**config.mk**
```make
export PLATFORM = sky130hd
export DESIGN_NAME = mofwc_ctrl
export DESIGN_NICKNAME = d
export VERILOG_FILES = /design/src/mofwc_pkg.sv /design/src/mofwc_ctrl.sv /design/src/mofwc_bit_timer.sv
export SDC_FILE = /design/constraint.sdc
export NUM_CORES = 1
export LEC_CHECK = 0
export BUFFER_PORTS_ARGS = -buffer_cell sky130_fd_sc_hd__buf_2
export CAP_MARGIN = 0
export CORE_UTILIZATION = 50
export CTS_BUF_LIST = sky130_fd_sc_hd__clkbuf_8
export DETAILED_ROUTE_END_ITERATION = 8
export PLACE_DENSITY_LB_ADDON = 0.1
export SYNTH_ARGS = -nofsm -noshare
export SYNTH_HDL_FRONTEND = slang
export SYNTH_HIERARCHICAL = 1
export SYNTH_SLANG_ARGS = --single-unit
export TNS_END_PERCENT = 20
```
**constraint.sdc**
```tcl
create_clock -name CLK_SYS_I -period 4.3 [get_ports CLK_SYS_I]
set_input_delay 0 -clock CLK_SYS_I [delete_from_list [all_inputs] [get_ports CLK_SYS_I]]
set_output_delay 0 -clock CLK_SYS_I [all_outputs]
set_load 0.005 [all_outputs]
```
**src/mofwc_pkg.sv**
```systemverilog
// Function
// - Bit 31: checksums follow each transmit descriptor.
// - Bit 30: IP checksum into every transmit.
// - Bit 29: TCP checksum into every transmit.
// - Bit 28: UDP checksum into every transmit.
// - Bit 27: write receive checksum status out.
// - Bit 15: pause condition OR, else AND.
// - Bit 14: one zero-time pause, self-clears.
// - Bit 13: one max-time pause, self-clears.
// - Bit 10: act on received pause frames.
// - Bit 9: latched pause decode, read clears.
// - Bit 7: live pause decode, read only.
// - Bit 6: VLAN length mode enable.
// - Bit 4: receive watchdog disable.
// - Bit 0: transmit jabber disable.
package mofwc_pkg;
    localparam logic [7:0] OFS_CTRL = 8'h00;
    localparam logic [7:0] OFS_STAT = 8'h04;
    localparam logic [7:0] OFS_MASK = 8'h08;
    localparam int BIT_CSUM_DESC = 31;
    localparam int BIT_IP_ALL = 30;
    localparam int BIT_TCP_ALL = 29;
    localparam int BIT_UDP_ALL = 28;
    localparam int BIT_RX_CSUM = 27;
    localparam int BIT_COND_SEL = 15;
    localparam int BIT_SEND_ZERO = 14;
    localparam int BIT_SEND_MAX = 13;
    localparam int BIT_FLOW_EN = 10;
    localparam int BIT_RX_LATCH = 9;
    localparam int BIT_RX_LIVE = 7;
    localparam int BIT_VLAN = 6;
    localparam int BIT_WDOG_REL = 5;
    localparam int BIT_WDOG_DIS = 4;
    localparam int BIT_JAB_DIS = 0;
    localparam logic [31:0] CTRL_STATIC_MASK = 32'hf800_8471;
    localparam logic [31:0] CTRL_READ_MASK = 32'hf800_e6f1;
    localparam logic [31:0] CTRL_RESET = 32'h0000_0000;
    localparam int IRQ_W = 3;
    localparam int IRQ_PAUSE_SENT = 0;
    localparam int IRQ_PAUSE_RX = 1;
    localparam int IRQ_WDOG_REL = 2;
    localparam logic [2:0] IRQ_RESET = 3'h0;
    localparam logic [15:0] PAUSE_TIME_ZERO = 16'h0000;
    localparam logic [15:0] PAUSE_TIME_MAX = 16'hffff;
    localparam int WDOG_LONG_MIN_BITS = 40;
    localparam int WDOG_LONG_MAX_BITS = 48;
    localparam int WDOG_SHORT_MIN_BITS = 16;
    localparam int WDOG_SHORT_MAX_BITS = 24;
    localparam logic [5:0] WDOG_LONG_TICKS = 6'((WDOG_LONG_MIN_BITS + WDOG_LONG_MAX_BITS) / 2);
    localparam logic [5:0] WDOG_SHORT_TICKS =
        6'((WDOG_SHORT_MIN_BITS + WDOG_SHORT_MAX_BITS) / 2);

    typedef struct packed {
        logic ip;
        logic tcp;
        logic udp;
    } mofwc_csum_t;
endpackage : mofwc_pkg

```
**src/mofwc_ctrl.sv**
```systemverilog
// The AHB-Lite register port and the register offsets were left to the implementer.
`timescale 1ns/1ns
module mofwc_ctrl
(
    input wire logic CLK_SYS_I,
    input wire logic RST_N_I,
    input wire logic HSEL_I,
    input wire logic [31:0] HADDR_I,
    input wire logic [1:0] HTRANS_I,
    input wire logic HWRITE_I,
    input wire logic [2:0] HSIZE_I,
    input wire logic HREADY_I,
    input wire logic [31:0] HWDATA_I,
    output logic [31:0] HRDATA_O,
    output logic HREADYOUT_O,
    output logic HRESP_O,
    input wire logic TX_FRAME_START_I,
    input wire mofwc_pkg::mofwc_csum_t TX_DESC_CSUM_I,
    output mofwc_pkg::mofwc_csum_t TX_CSUM_INS_O,
    input wire logic RX_FRAME_DONE_I,
    input wire mofwc_pkg::mofwc_csum_t RX_CSUM_STATUS_I,
    output logic RX_DESC_W0_WE_O,
    output mofwc_pkg::mofwc_csum_t RX_DESC_W0_CSUM_O,
    input wire logic PAUSE_COND_A_I,
    input wire logic PAUSE_COND_B_I,
    output logic TX_PAUSE_REQ_O,
    output logic [15:0] TX_PAUSE_TIME_O,
    input wire logic TX_PAUSE_SENT_I,
    input wire logic RX_PAUSE_DEC_I,
    output logic RX_PAUSE_HONOR_O,
    output logic VLAN_LEN_MODE_O,
    output logic RX_WDOG_EN_O,
    input wire logic RX_WDOG_EXPIRED_I,
    input wire logic RX_BIT_TICK_I,
    output logic RX_CHAN_EN_O,
    output logic TX_JABBER_EN_O,
    output logic IRQ_O
);
    import mofwc_pkg::*;

    logic [31:0] ctrl_r;
    logic [31:0] ctrl_nxt;
    logic send_zero_r;
    logic send_zero_nxt;
    logic send_max_r;
    logic send_max_nxt;
    logic auto_r;
    logic auto_nxt;
    logic cond_r;
    logic rx_latch_r;
    logic live_r;
    logic [IRQ_W-1:0] stat_r;
    logic [IRQ_W-1:0] stat_nxt;
    logic [IRQ_W-1:0] mask_r;
    logic [IRQ_W-1:0] events;
    logic [7:0] addr_r;
    logic wr_pend_r;
    logic [31:0] rdata_r;
    logic [31:0] rd_ctrl;
    logic [31:0] rd_val;
    logic accept;
    logic rd_accept;
    logic rd_ctrl_accept;
    logic wr_ctrl;
    logic wr_stat;
    logic wr_mask;
    logic cond_met;
    logic sel_max;
    logic pause_done;
    logic live;
    logic wdog_start;
    logic wdog_busy;
    logic wdog_done;
    mofwc_csum_t ins_r;
    mofwc_csum_t ins_nxt;
    logic rx_we_r;
    mofwc_csum_t rx_csum_r;

    // Zero-wait slave: the address phase is taken whenever the bus is ready.
    assign accept = HSEL_I && HREADY_I && HTRANS_I[1];
    assign rd_accept = accept && !HWRITE_I;
    assign rd_ctrl_accept = rd_accept && HADDR_I[7:0] == OFS_CTRL;
    assign wr_ctrl = wr_pend_r && addr_r == OFS_CTRL;
    assign wr_stat = wr_pend_r && addr_r == OFS_STAT;
    assign wr_mask = wr_pend_r && addr_r == OFS_MASK;

    always_ff @(posedge CLK_SYS_I)
    begin
        if (!RST_N_I)
        begin
            wr_pend_r <= 1'b0;
            addr_r <= 8'h00;
        end
        else
        begin
            wr_pend_r <= accept && HWRITE_I;
            if (accept)
                addr_r <= HADDR_I[7:0];
        end
    end

    always_comb
    begin
        rd_ctrl = ctrl_r & CTRL_STATIC_MASK;
        rd_ctrl[BIT_SEND_ZERO] = send_zero_r;
        rd_ctrl[BIT_SEND_MAX] = send_max_r;
        rd_ctrl[BIT_RX_LATCH] = rx_latch_r;
        rd_ctrl[BIT_RX_LIVE] = live_r;
        unique case (HADDR_I[7:0])
            OFS_CTRL: rd_val = rd_ctrl;
            OFS_STAT: rd_val = {29'h0000_0000, stat_r};
            OFS_MASK: rd_val = {29'h0000_0000, mask_r};
            default: rd_val = 32'h0000_0000;
        endcase
    end

    always_ff @(posedge CLK_SYS_I)
    begin
        if (!RST_N_I)
            rdata_r <= 32'h0000_0000;
        else if (rd_accept)
            rdata_r <= rd_val;
    end

    assign HRDATA_O = rdata_r;
    assign HREADYOUT_O = 1'b1;
    assign HRESP_O = 1'b0;

    // Static control fields take the written value; reserved bits stay zero.
    assign ctrl_nxt = wr_ctrl ? (HWDATA_I & CTRL_STATIC_MASK) : ctrl_r;

    always_ff @(posedge CLK_SYS_I)
    begin
        if (!RST_N_I)
            ctrl_r <= CTRL_RESET;
        else
            ctrl_r <= ctrl_nxt;
    end

    // Transmit checksum insertion is fixed for a frame at its start.
    always_comb
    begin
        ins_nxt.ip = ctrl_r[BIT_IP_ALL]
            || (ctrl_r[BIT_CSUM_DESC] && TX_DESC_CSUM_I.ip);
        ins_nxt.tcp = ctrl_r[BIT_TCP_ALL]
            || (ctrl_r[BIT_CSUM_DESC] && TX_DESC_CSUM_I.tcp);
        ins_nxt.udp = ctrl_r[BIT_UDP_ALL]
            || (ctrl_r[BIT_CSUM_DESC] && TX_DESC_CSUM_I.udp);
    end

    always_ff @(posedge CLK_SYS_I)
    begin
        if (!RST_N_I)
            ins_r <= '0;
        else if (TX_FRAME_START_I)
            ins_r <= ins_nxt;
    end

    assign TX_CSUM_INS_O = ins_r;

    // Receive checksum status is passed to the descriptor writer when enabled.
    always_ff @(posedge CLK_SYS_I)
    begin
        if (!RST_N_I)
        begin
            rx_we_r <= 1'b0;
            rx_csum_r <= '0;
        end
        else
        begin
            rx_we_r <= RX_FRAME_DONE_I && ctrl_r[BIT_RX_CSUM];
            if (RX_FRAME_DONE_I && ctrl_r[BIT_RX_CSUM])
                rx_csum_r <= RX_CSUM_STATUS_I;
        end
    end

    assign RX_DESC_W0_WE_O = rx_we_r;
    assign RX_DESC_W0_CSUM_O = rx_csum_r;

    // A new pause condition queues one max-time pause frame.
    assign cond_met = ctrl_r[BIT_COND_SEL] ? (PAUSE_COND_A_I || PAUSE_COND_B_I)
        : (PAUSE_COND_A_I && PAUSE_COND_B_I);
    assign sel_max = send_max_r || auto_r;
    assign pause_done = TX_PAUSE_SENT_I && TX_PAUSE_REQ_O;
    assign TX_PAUSE_REQ_O = send_zero_r || send_max_r || auto_r;
    assign TX_PAUSE_TIME_O = sel_max ? PAUSE_TIME_MAX : PAUSE_TIME_ZERO;

    always_comb
    begin
        send_zero_nxt = wr_ctrl ? HWDATA_I[BIT_SEND_ZERO] : send_zero_r;
        if (pause_done && !sel_max && !(wr_ctrl && HWDATA_I[BIT_SEND_ZERO]))
            send_zero_nxt = 1'b0;
        send_max_nxt = wr_ctrl ? HWDATA_I[BIT_SEND_MAX] : send_max_r;
        if (pause_done && sel_max && !(wr_ctrl && HWDATA_I[BIT_SEND_MAX]))
            send_max_nxt = 1'b0;
        auto_nxt = auto_r;
        if (pause_done && sel_max)
            auto_nxt = 1'b0;
        if (cond_met && !cond_r)
            auto_nxt = 1'b1;
    end

    always_ff @(posedge CLK_SYS_I)
    begin
        if (!RST_N_I)
        begin
            send_zero_r <= 1'b0;
            send_max_r <= 1'b0;
            auto_r <= 1'b0;
            cond_r <= 1'b0;
        end
        else
        begin
            send_zero_r <= send_zero_nxt;
            send_max_r <= send_max_nxt;
            auto_r <= auto_nxt;
            cond_r <= cond_met;
        end
    end

    // Pause decoding; a read of the control word clears the latch unless a decode arrives.
    assign live = RX_PAUSE_DEC_I && ctrl_r[BIT_FLOW_EN];

    always_ff @(posedge CLK_SYS_I)
    begin
        if (!RST_N_I)
        begin
            live_r <= 1'b0;
            rx_latch_r <= 1'b0;
        end
        else
        begin
            live_r <= live;
            if (live)
                rx_latch_r <= 1'b1;
            else if (rd_ctrl_accept)
                rx_latch_r <= 1'b0;
        end
    end

    assign RX_PAUSE_HONOR_O = live_r;

    assign VLAN_LEN_MODE_O = ctrl_r[BIT_VLAN];
    assign RX_WDOG_EN_O = !ctrl_r[BIT_WDOG_DIS];
    assign TX_JABBER_EN_O = !ctrl_r[BIT_JAB_DIS];

    // The receive channel is held off for the release interval after expiry.
    assign wdog_start = RX_WDOG_EXPIRED_I && !ctrl_r[BIT_WDOG_DIS];

    mofwc_bit_timer u_release
    (
        .clk_i(CLK_SYS_I),
        .rst_n_i(RST_N_I),
        .start_i(wdog_start),
        .long_i(ctrl_r[BIT_WDOG_REL]),
        .tick_i(RX_BIT_TICK_I),
        .busy_o(wdog_busy),
        .done_o(wdog_done)
    );

    assign RX_CHAN_EN_O = !wdog_busy;

    // Sticky status bits: write one to clear, a new event wins over the clear.
    assign events = {wdog_done, live && !live_r, pause_done};
    assign stat_nxt = (stat_r & ~(wr_stat ? HWDATA_I[IRQ_W-1:0] : IRQ_RESET)) | events;

    always_ff @(posedge CLK_SYS_I)
    begin
        if (!RST_N_I)
            stat_r <= IRQ_RESET;
        else
            stat_r <= stat_nxt;
    end

    always_ff @(posedge CLK_SYS_I)
    begin
        if (!RST_N_I)
            mask_r <= IRQ_RESET;
        else if (wr_mask)
            mask_r <= HWDATA_I[IRQ_W-1:0];
    end

    assign IRQ_O = |(stat_r & mask_r);

    property p_desc_gate;
        @(posedge CLK_SYS_I) disable iff (!RST_N_I)
        TX_FRAME_START_I && !ctrl_r[BIT_CSUM_DESC] && !ctrl_r[BIT_IP_ALL] |=> !TX_CSUM_INS_O.ip;
    endproperty
    a_desc_gate: assert property (p_desc_gate) else $error("ip checksum without request");

    property p_ip_all;
        @(posedge CLK_SYS_I) disable iff (!RST_N_I)
        TX_FRAME_START_I && ctrl_r[BIT_IP_ALL] |=> TX_CSUM_INS_O.ip;
    endproperty
    a_ip_all: assert property (p_ip_all) else $error("ip checksum not forced");

    property p_tcp_all;
        @(posedge CLK_SYS_I) disable iff (!RST_N_I)
        TX_FRAME_START_I && ctrl_r[BIT_TCP_ALL] |=> TX_CSUM_INS_O.tcp;
    endproperty
    a_tcp_all: assert property (p_tcp_all) else $error("tcp checksum not forced");

    property p_udp_all;
        @(posedge CLK_SYS_I) disable iff (!RST_N_I)
        TX_FRAME_START_I && ctrl_r[BIT_UDP_ALL] |=> TX_CSUM_INS_O.udp;
    endproperty
    a_udp_all: assert property (p_udp_all) else $error("udp checksum not forced");

    property p_rx_report;
        @(posedge CLK_SYS_I) disable iff (!RST_N_I)
        RX_FRAME_DONE_I |=> RX_DESC_W0_WE_O == $past(ctrl_r[BIT_RX_CSUM])
            && (!RX_DESC_W0_WE_O || RX_DESC_W0_CSUM_O == $past(RX_CSUM_STATUS_I));
    endproperty
    a_rx_report: assert property (p_rx_report) else $error("rx checksum report wrong");

    property p_cond;
        @(posedge CLK_SYS_I) disable iff (!RST_N_I)
        $rose(cond_met) |=> TX_PAUSE_REQ_O && TX_PAUSE_TIME_O == PAUSE_TIME_MAX;
    endproperty
    a_cond: assert property (p_cond) else $error("pause condition ignored");

    property p_zero;
        @(posedge CLK_SYS_I) disable iff (!RST_N_I)
        pause_done && !sel_max && !wr_ctrl ##1 !auto_r |-> !send_zero_r;
    endproperty
    a_zero: assert property (p_zero) else $error("zero pause not cleared");

    property p_max;
        @(posedge CLK_SYS_I) disable iff (!RST_N_I)
        send_max_r |-> TX_PAUSE_REQ_O && TX_PAUSE_TIME_O == PAUSE_TIME_MAX;
    endproperty
    a_max: assert property (p_max) else $error("max pause time wrong");

    property p_flow;
        @(posedge CLK_SYS_I) disable iff (!RST_N_I)
        !$past(ctrl_r[BIT_FLOW_EN]) |-> !RX_PAUSE_HONOR_O;
    endproperty
    a_flow: assert property (p_flow) else $error("pause acted on while disabled");

    property p_latch;
        @(posedge CLK_SYS_I) disable iff (!RST_N_I)
        rd_ctrl_accept && !live ##1 !live |-> !rx_latch_r [*2];
    endproperty
    a_latch: assert property (p_latch) else $error("pause latch not cleared by read");

    property p_wdog;
        @(posedge CLK_SYS_I) disable iff (!RST_N_I)
        wdog_start |=> !RX_CHAN_EN_O [*8];
    endproperty
    a_wdog: assert property (p_wdog) else $error("receive channel not held");

    property p_rsvd;
        @(posedge CLK_SYS_I) disable iff (!RST_N_I)
        rd_ctrl_accept |=> (HRDATA_O & ~CTRL_READ_MASK) == 32'h0000_0000;
    endproperty
    a_rsvd: assert property (p_rsvd) else $error("reserved bits not zero");
endmodule : mofwc_ctrl

```
**src/mofwc_bit_timer.sv**
```systemverilog
`timescale 1ns/1ns
module mofwc_bit_timer
(
    input wire logic clk_i,
    input wire logic rst_n_i,
    input wire logic start_i,
    input wire logic long_i,
    input wire logic tick_i,
    output logic busy_o,
    output logic done_o
);
    import mofwc_pkg::*;

    logic [5:0] cnt_r;
    logic done_r;

    // Counts bit-time ticks down from the selected hold length.
    always_ff @(posedge clk_i)
    begin
        if (!rst_n_i)
            cnt_r <= 6'h00;
        else if (start_i)
            cnt_r <= long_i ? WDOG_LONG_TICKS : WDOG_SHORT_TICKS;
        else if (tick_i && cnt_r != 6'h00)
            cnt_r <= cnt_r - 6'h01;
    end

    always_ff @(posedge clk_i)
    begin
        if (!rst_n_i)
            done_r <= 1'b0;
        else
            done_r <= tick_i && !start_i && cnt_r == 6'h01;
    end

    assign busy_o = cnt_r != 6'h00;
    assign done_o = done_r;
endmodule : mofwc_bit_timer

```
==> impl_metrics.ini <==
[outcome]
status = complete, no violations

[critical_path]
crit_slowest_cell = dlygate4sd3_1
worstPathRequired_ps = 4580
startpoint_type = primary input
end_kind = register
cp_num_buf_inv = 4
critPathKind = primary input to register
critical_path.max_fanout = 49
slowest_delay_ps = 580
crit_chain = buf_2 -> buf_4 -> inv_1 -> a311oi_1 -> dlygate4sd3_1
critical-path-top-delay-family = buffers and inverters
arrival_ps = 2120

[grt]
antenna_found_initial = 0
grt.total_usage = 0.244
grt_max_degree = 50
grt_first_pass_wirelength_um = 11800
grt_pass1_vias = 2582
overflow = 0

[die]
dieArea_um2 = 6170
fp-row-count = 27
die_height_um = 78.6
die_x_um = 78.6
ios = 152
start_util = 0.526
core_area_um2 = 5570

[routing]
route.detailed.drc = 0
detail_route.wl_per_cell_um = 13.5
drtAntennaViolNets = 0
routed_wl_um = 7120
drt_iter0_markers = 150
vias = 2703
dr.pass1.iters = 4
vias_per_cell = 5.11

[sta]
setup_viol = 0
final-max-slew-violation-count = 0
clock_skew_ps = 6.60
rsz0062_at_grt = no
tns_ps = 0
fmax_mhz = 544
hold_viol_final = 0
tightest_slew_ps = 909
finalCritPeriodShare = 0.428
final.min_clock_period_ps = 1840
max_slew_margin = 0.394

[synthesis]
yosys.area.top_type = dfxtp_1
netlist_instances = 345
synth.most_common_cell = nand2_1
synthFlopType = dfxtp_1
synth.area.top_cells = dfxtp_1, nand2_1, buf_4
ys_seq_area_frac = 0.430
yosys.cell_types.count = 46
syn_avg_cell_area_um2 = 8.49
yosys-top-cells-count = nand2_1, dfxtp_1, buf_4, a21oi_1, nand3_1
synth_edf_count = 0
ys_ff_latch = 63
synth_area_um2 = 2930
yosys_warnings = 6
yosysTopAreaCellShare = 0.430
synthArstFlopShare = 0

[cts]
clk_pin_slew_ps = 70
cts_sinks = 63
clkLatencyLatePin_ps = 330
clockBufferDepth = 2
post_cts_resized = 0
post_cts_buffers = 0
htreeDepth = 3
cts_tree = done
root_buffer = clkbuf_8
numCtsBuffers = 9
ctsHoldBuffers = 40

[placed_design]
io_buffers = 89
dpl_cell_area_um2 = 3190
place.gp.congestion = 0.814
place_hpwl_um = 4480

[layout]
final_nets = 543
ff_latch_area_um2 = 1260
diodes = 0
drive_gt1_frac = 0.249
area_growth_pct = 29.1
final_area_um2 = 3780
fillCellCount = 490
multi_input_area_um2 = 1340

[power]
p_leak_uw = 0.00166
ir_worst_vdd_mv = 0.249
powerDensity_nw_per_um2 = 328

[flow_run]
max-cap-violations = 0

[hold_path]
hp-class = primary input to register
-- worst min-delay path, cell delays in order --
cell     delay [ps]
buf_2           110
nor2b_1          60
nand2_1          60
mux2i_1          60
-- power by group --
part / switching [uW] / internal, uW
clock: 218 / 276
combinational: 70.8 / 70.5
sequential: 9.89 / 595
total: 299 / 942
-- metal layers --
layer | vias up | track usage | routed length [um]
li1 | 1358 | - | -
met1 | 1253 | 0.310 | 3080
met2 | 84 | 0.404 | 3520
met3 | 8 | 0.0628 | 440
met4 | 0 | 0.0722 | 79
met5 | - | 0 | 0
-- cells by family (layout without fill, tap and decap cells) --
| kind of cell | after synthesis | in the layout | share of synthesized area |
|---|---|---|---|
| AND/OR/NAND/NOR | 130 | 130 | 0.216 |
| buffers and inverters | 62 | 159 | 0.133 |
| multiplexers | 18 | 18 | 0.0615 |
| adder cells (fa/ha/maj) | 3 | 3 | 0.0128 |
| AO/OA/AOI/OAI | 67 | 67 | 0.144 |
| other | 2 | 17 | 0.00256 |
| flip-flops | 63 | 63 | 0.430 |
-- registers in the layout, summed over array words and instances (netlist names), 3 cells and up --
register and count:
TX_CSUM_INS_O 3, mask_r 3, stat_r 3, HRDATA_O 17, u_release/cnt_r 6, ctrl_r 11, RX_DESC_W0_CSUM_O 3, addr_r 8
-- final timing paths --
path / startpoint / endpoint / slack [ps] / cells after the start
max reg2reg: addr_r[4] / send_zero_r / 2500 / 3
min: TX_PAUSE_SENT_I / send_max_r / 7 / 4
min reg2reg: RX_DESC_W0_CSUM_O[2] / RX_DESC_W0_CSUM_O[2] / 460 / 2
max: RST_N_I / stat_r[0] / 2460 / 5
-- stage by stage --
step           cells   util  worst slack (ps)  total power [uW]  hold WS, ps
2_1_floorplan    360      -              2860               706         89.4
3_3_place_gp     473  0.573              2560               728          202
3_5_place_dp     473  0.573              2530               731          207
4_1_cts          529  0.679              2480              1250        0.426
5_1_grt          529  0.679              2240              1300         36.7
6_report         529  0.679              2460              1240         7.48
-- placed cells by master (no fill, tap or decap), types with 2 or more instances in the layout --
cell type       n
nor4_2          2
a22oi_1         2
nand3_1        21
ha_1            3
inv_1          14
a21oi_1        26
a31oi_1         2
nor2_1          3
buf_2          89
clkbuf_8       10
conb_1         17
o22ai_1        14
a311oi_1        2
clkinv_2        3
nand2_1        78
and3b_1         2
dlygate4sd3_1  40
nor2b_1         7
o21ai_0         8
mux2i_1        18
buf_4           2
nor3_1          3
dfxtp_1        63
and3_1          4
o32ai_1         3
-- area by class of cell --
type,instances,share of cell area
inverter,12,0.0119
clock buffer,10,0.0364
tap,72,0.0238
clock inverter,6,0.0139
sequential,63,0.333
timing repair buffer,131,0.228
multi-input combinational,235,0.353
Note: power is estimated with default switching activity, not from simulation.
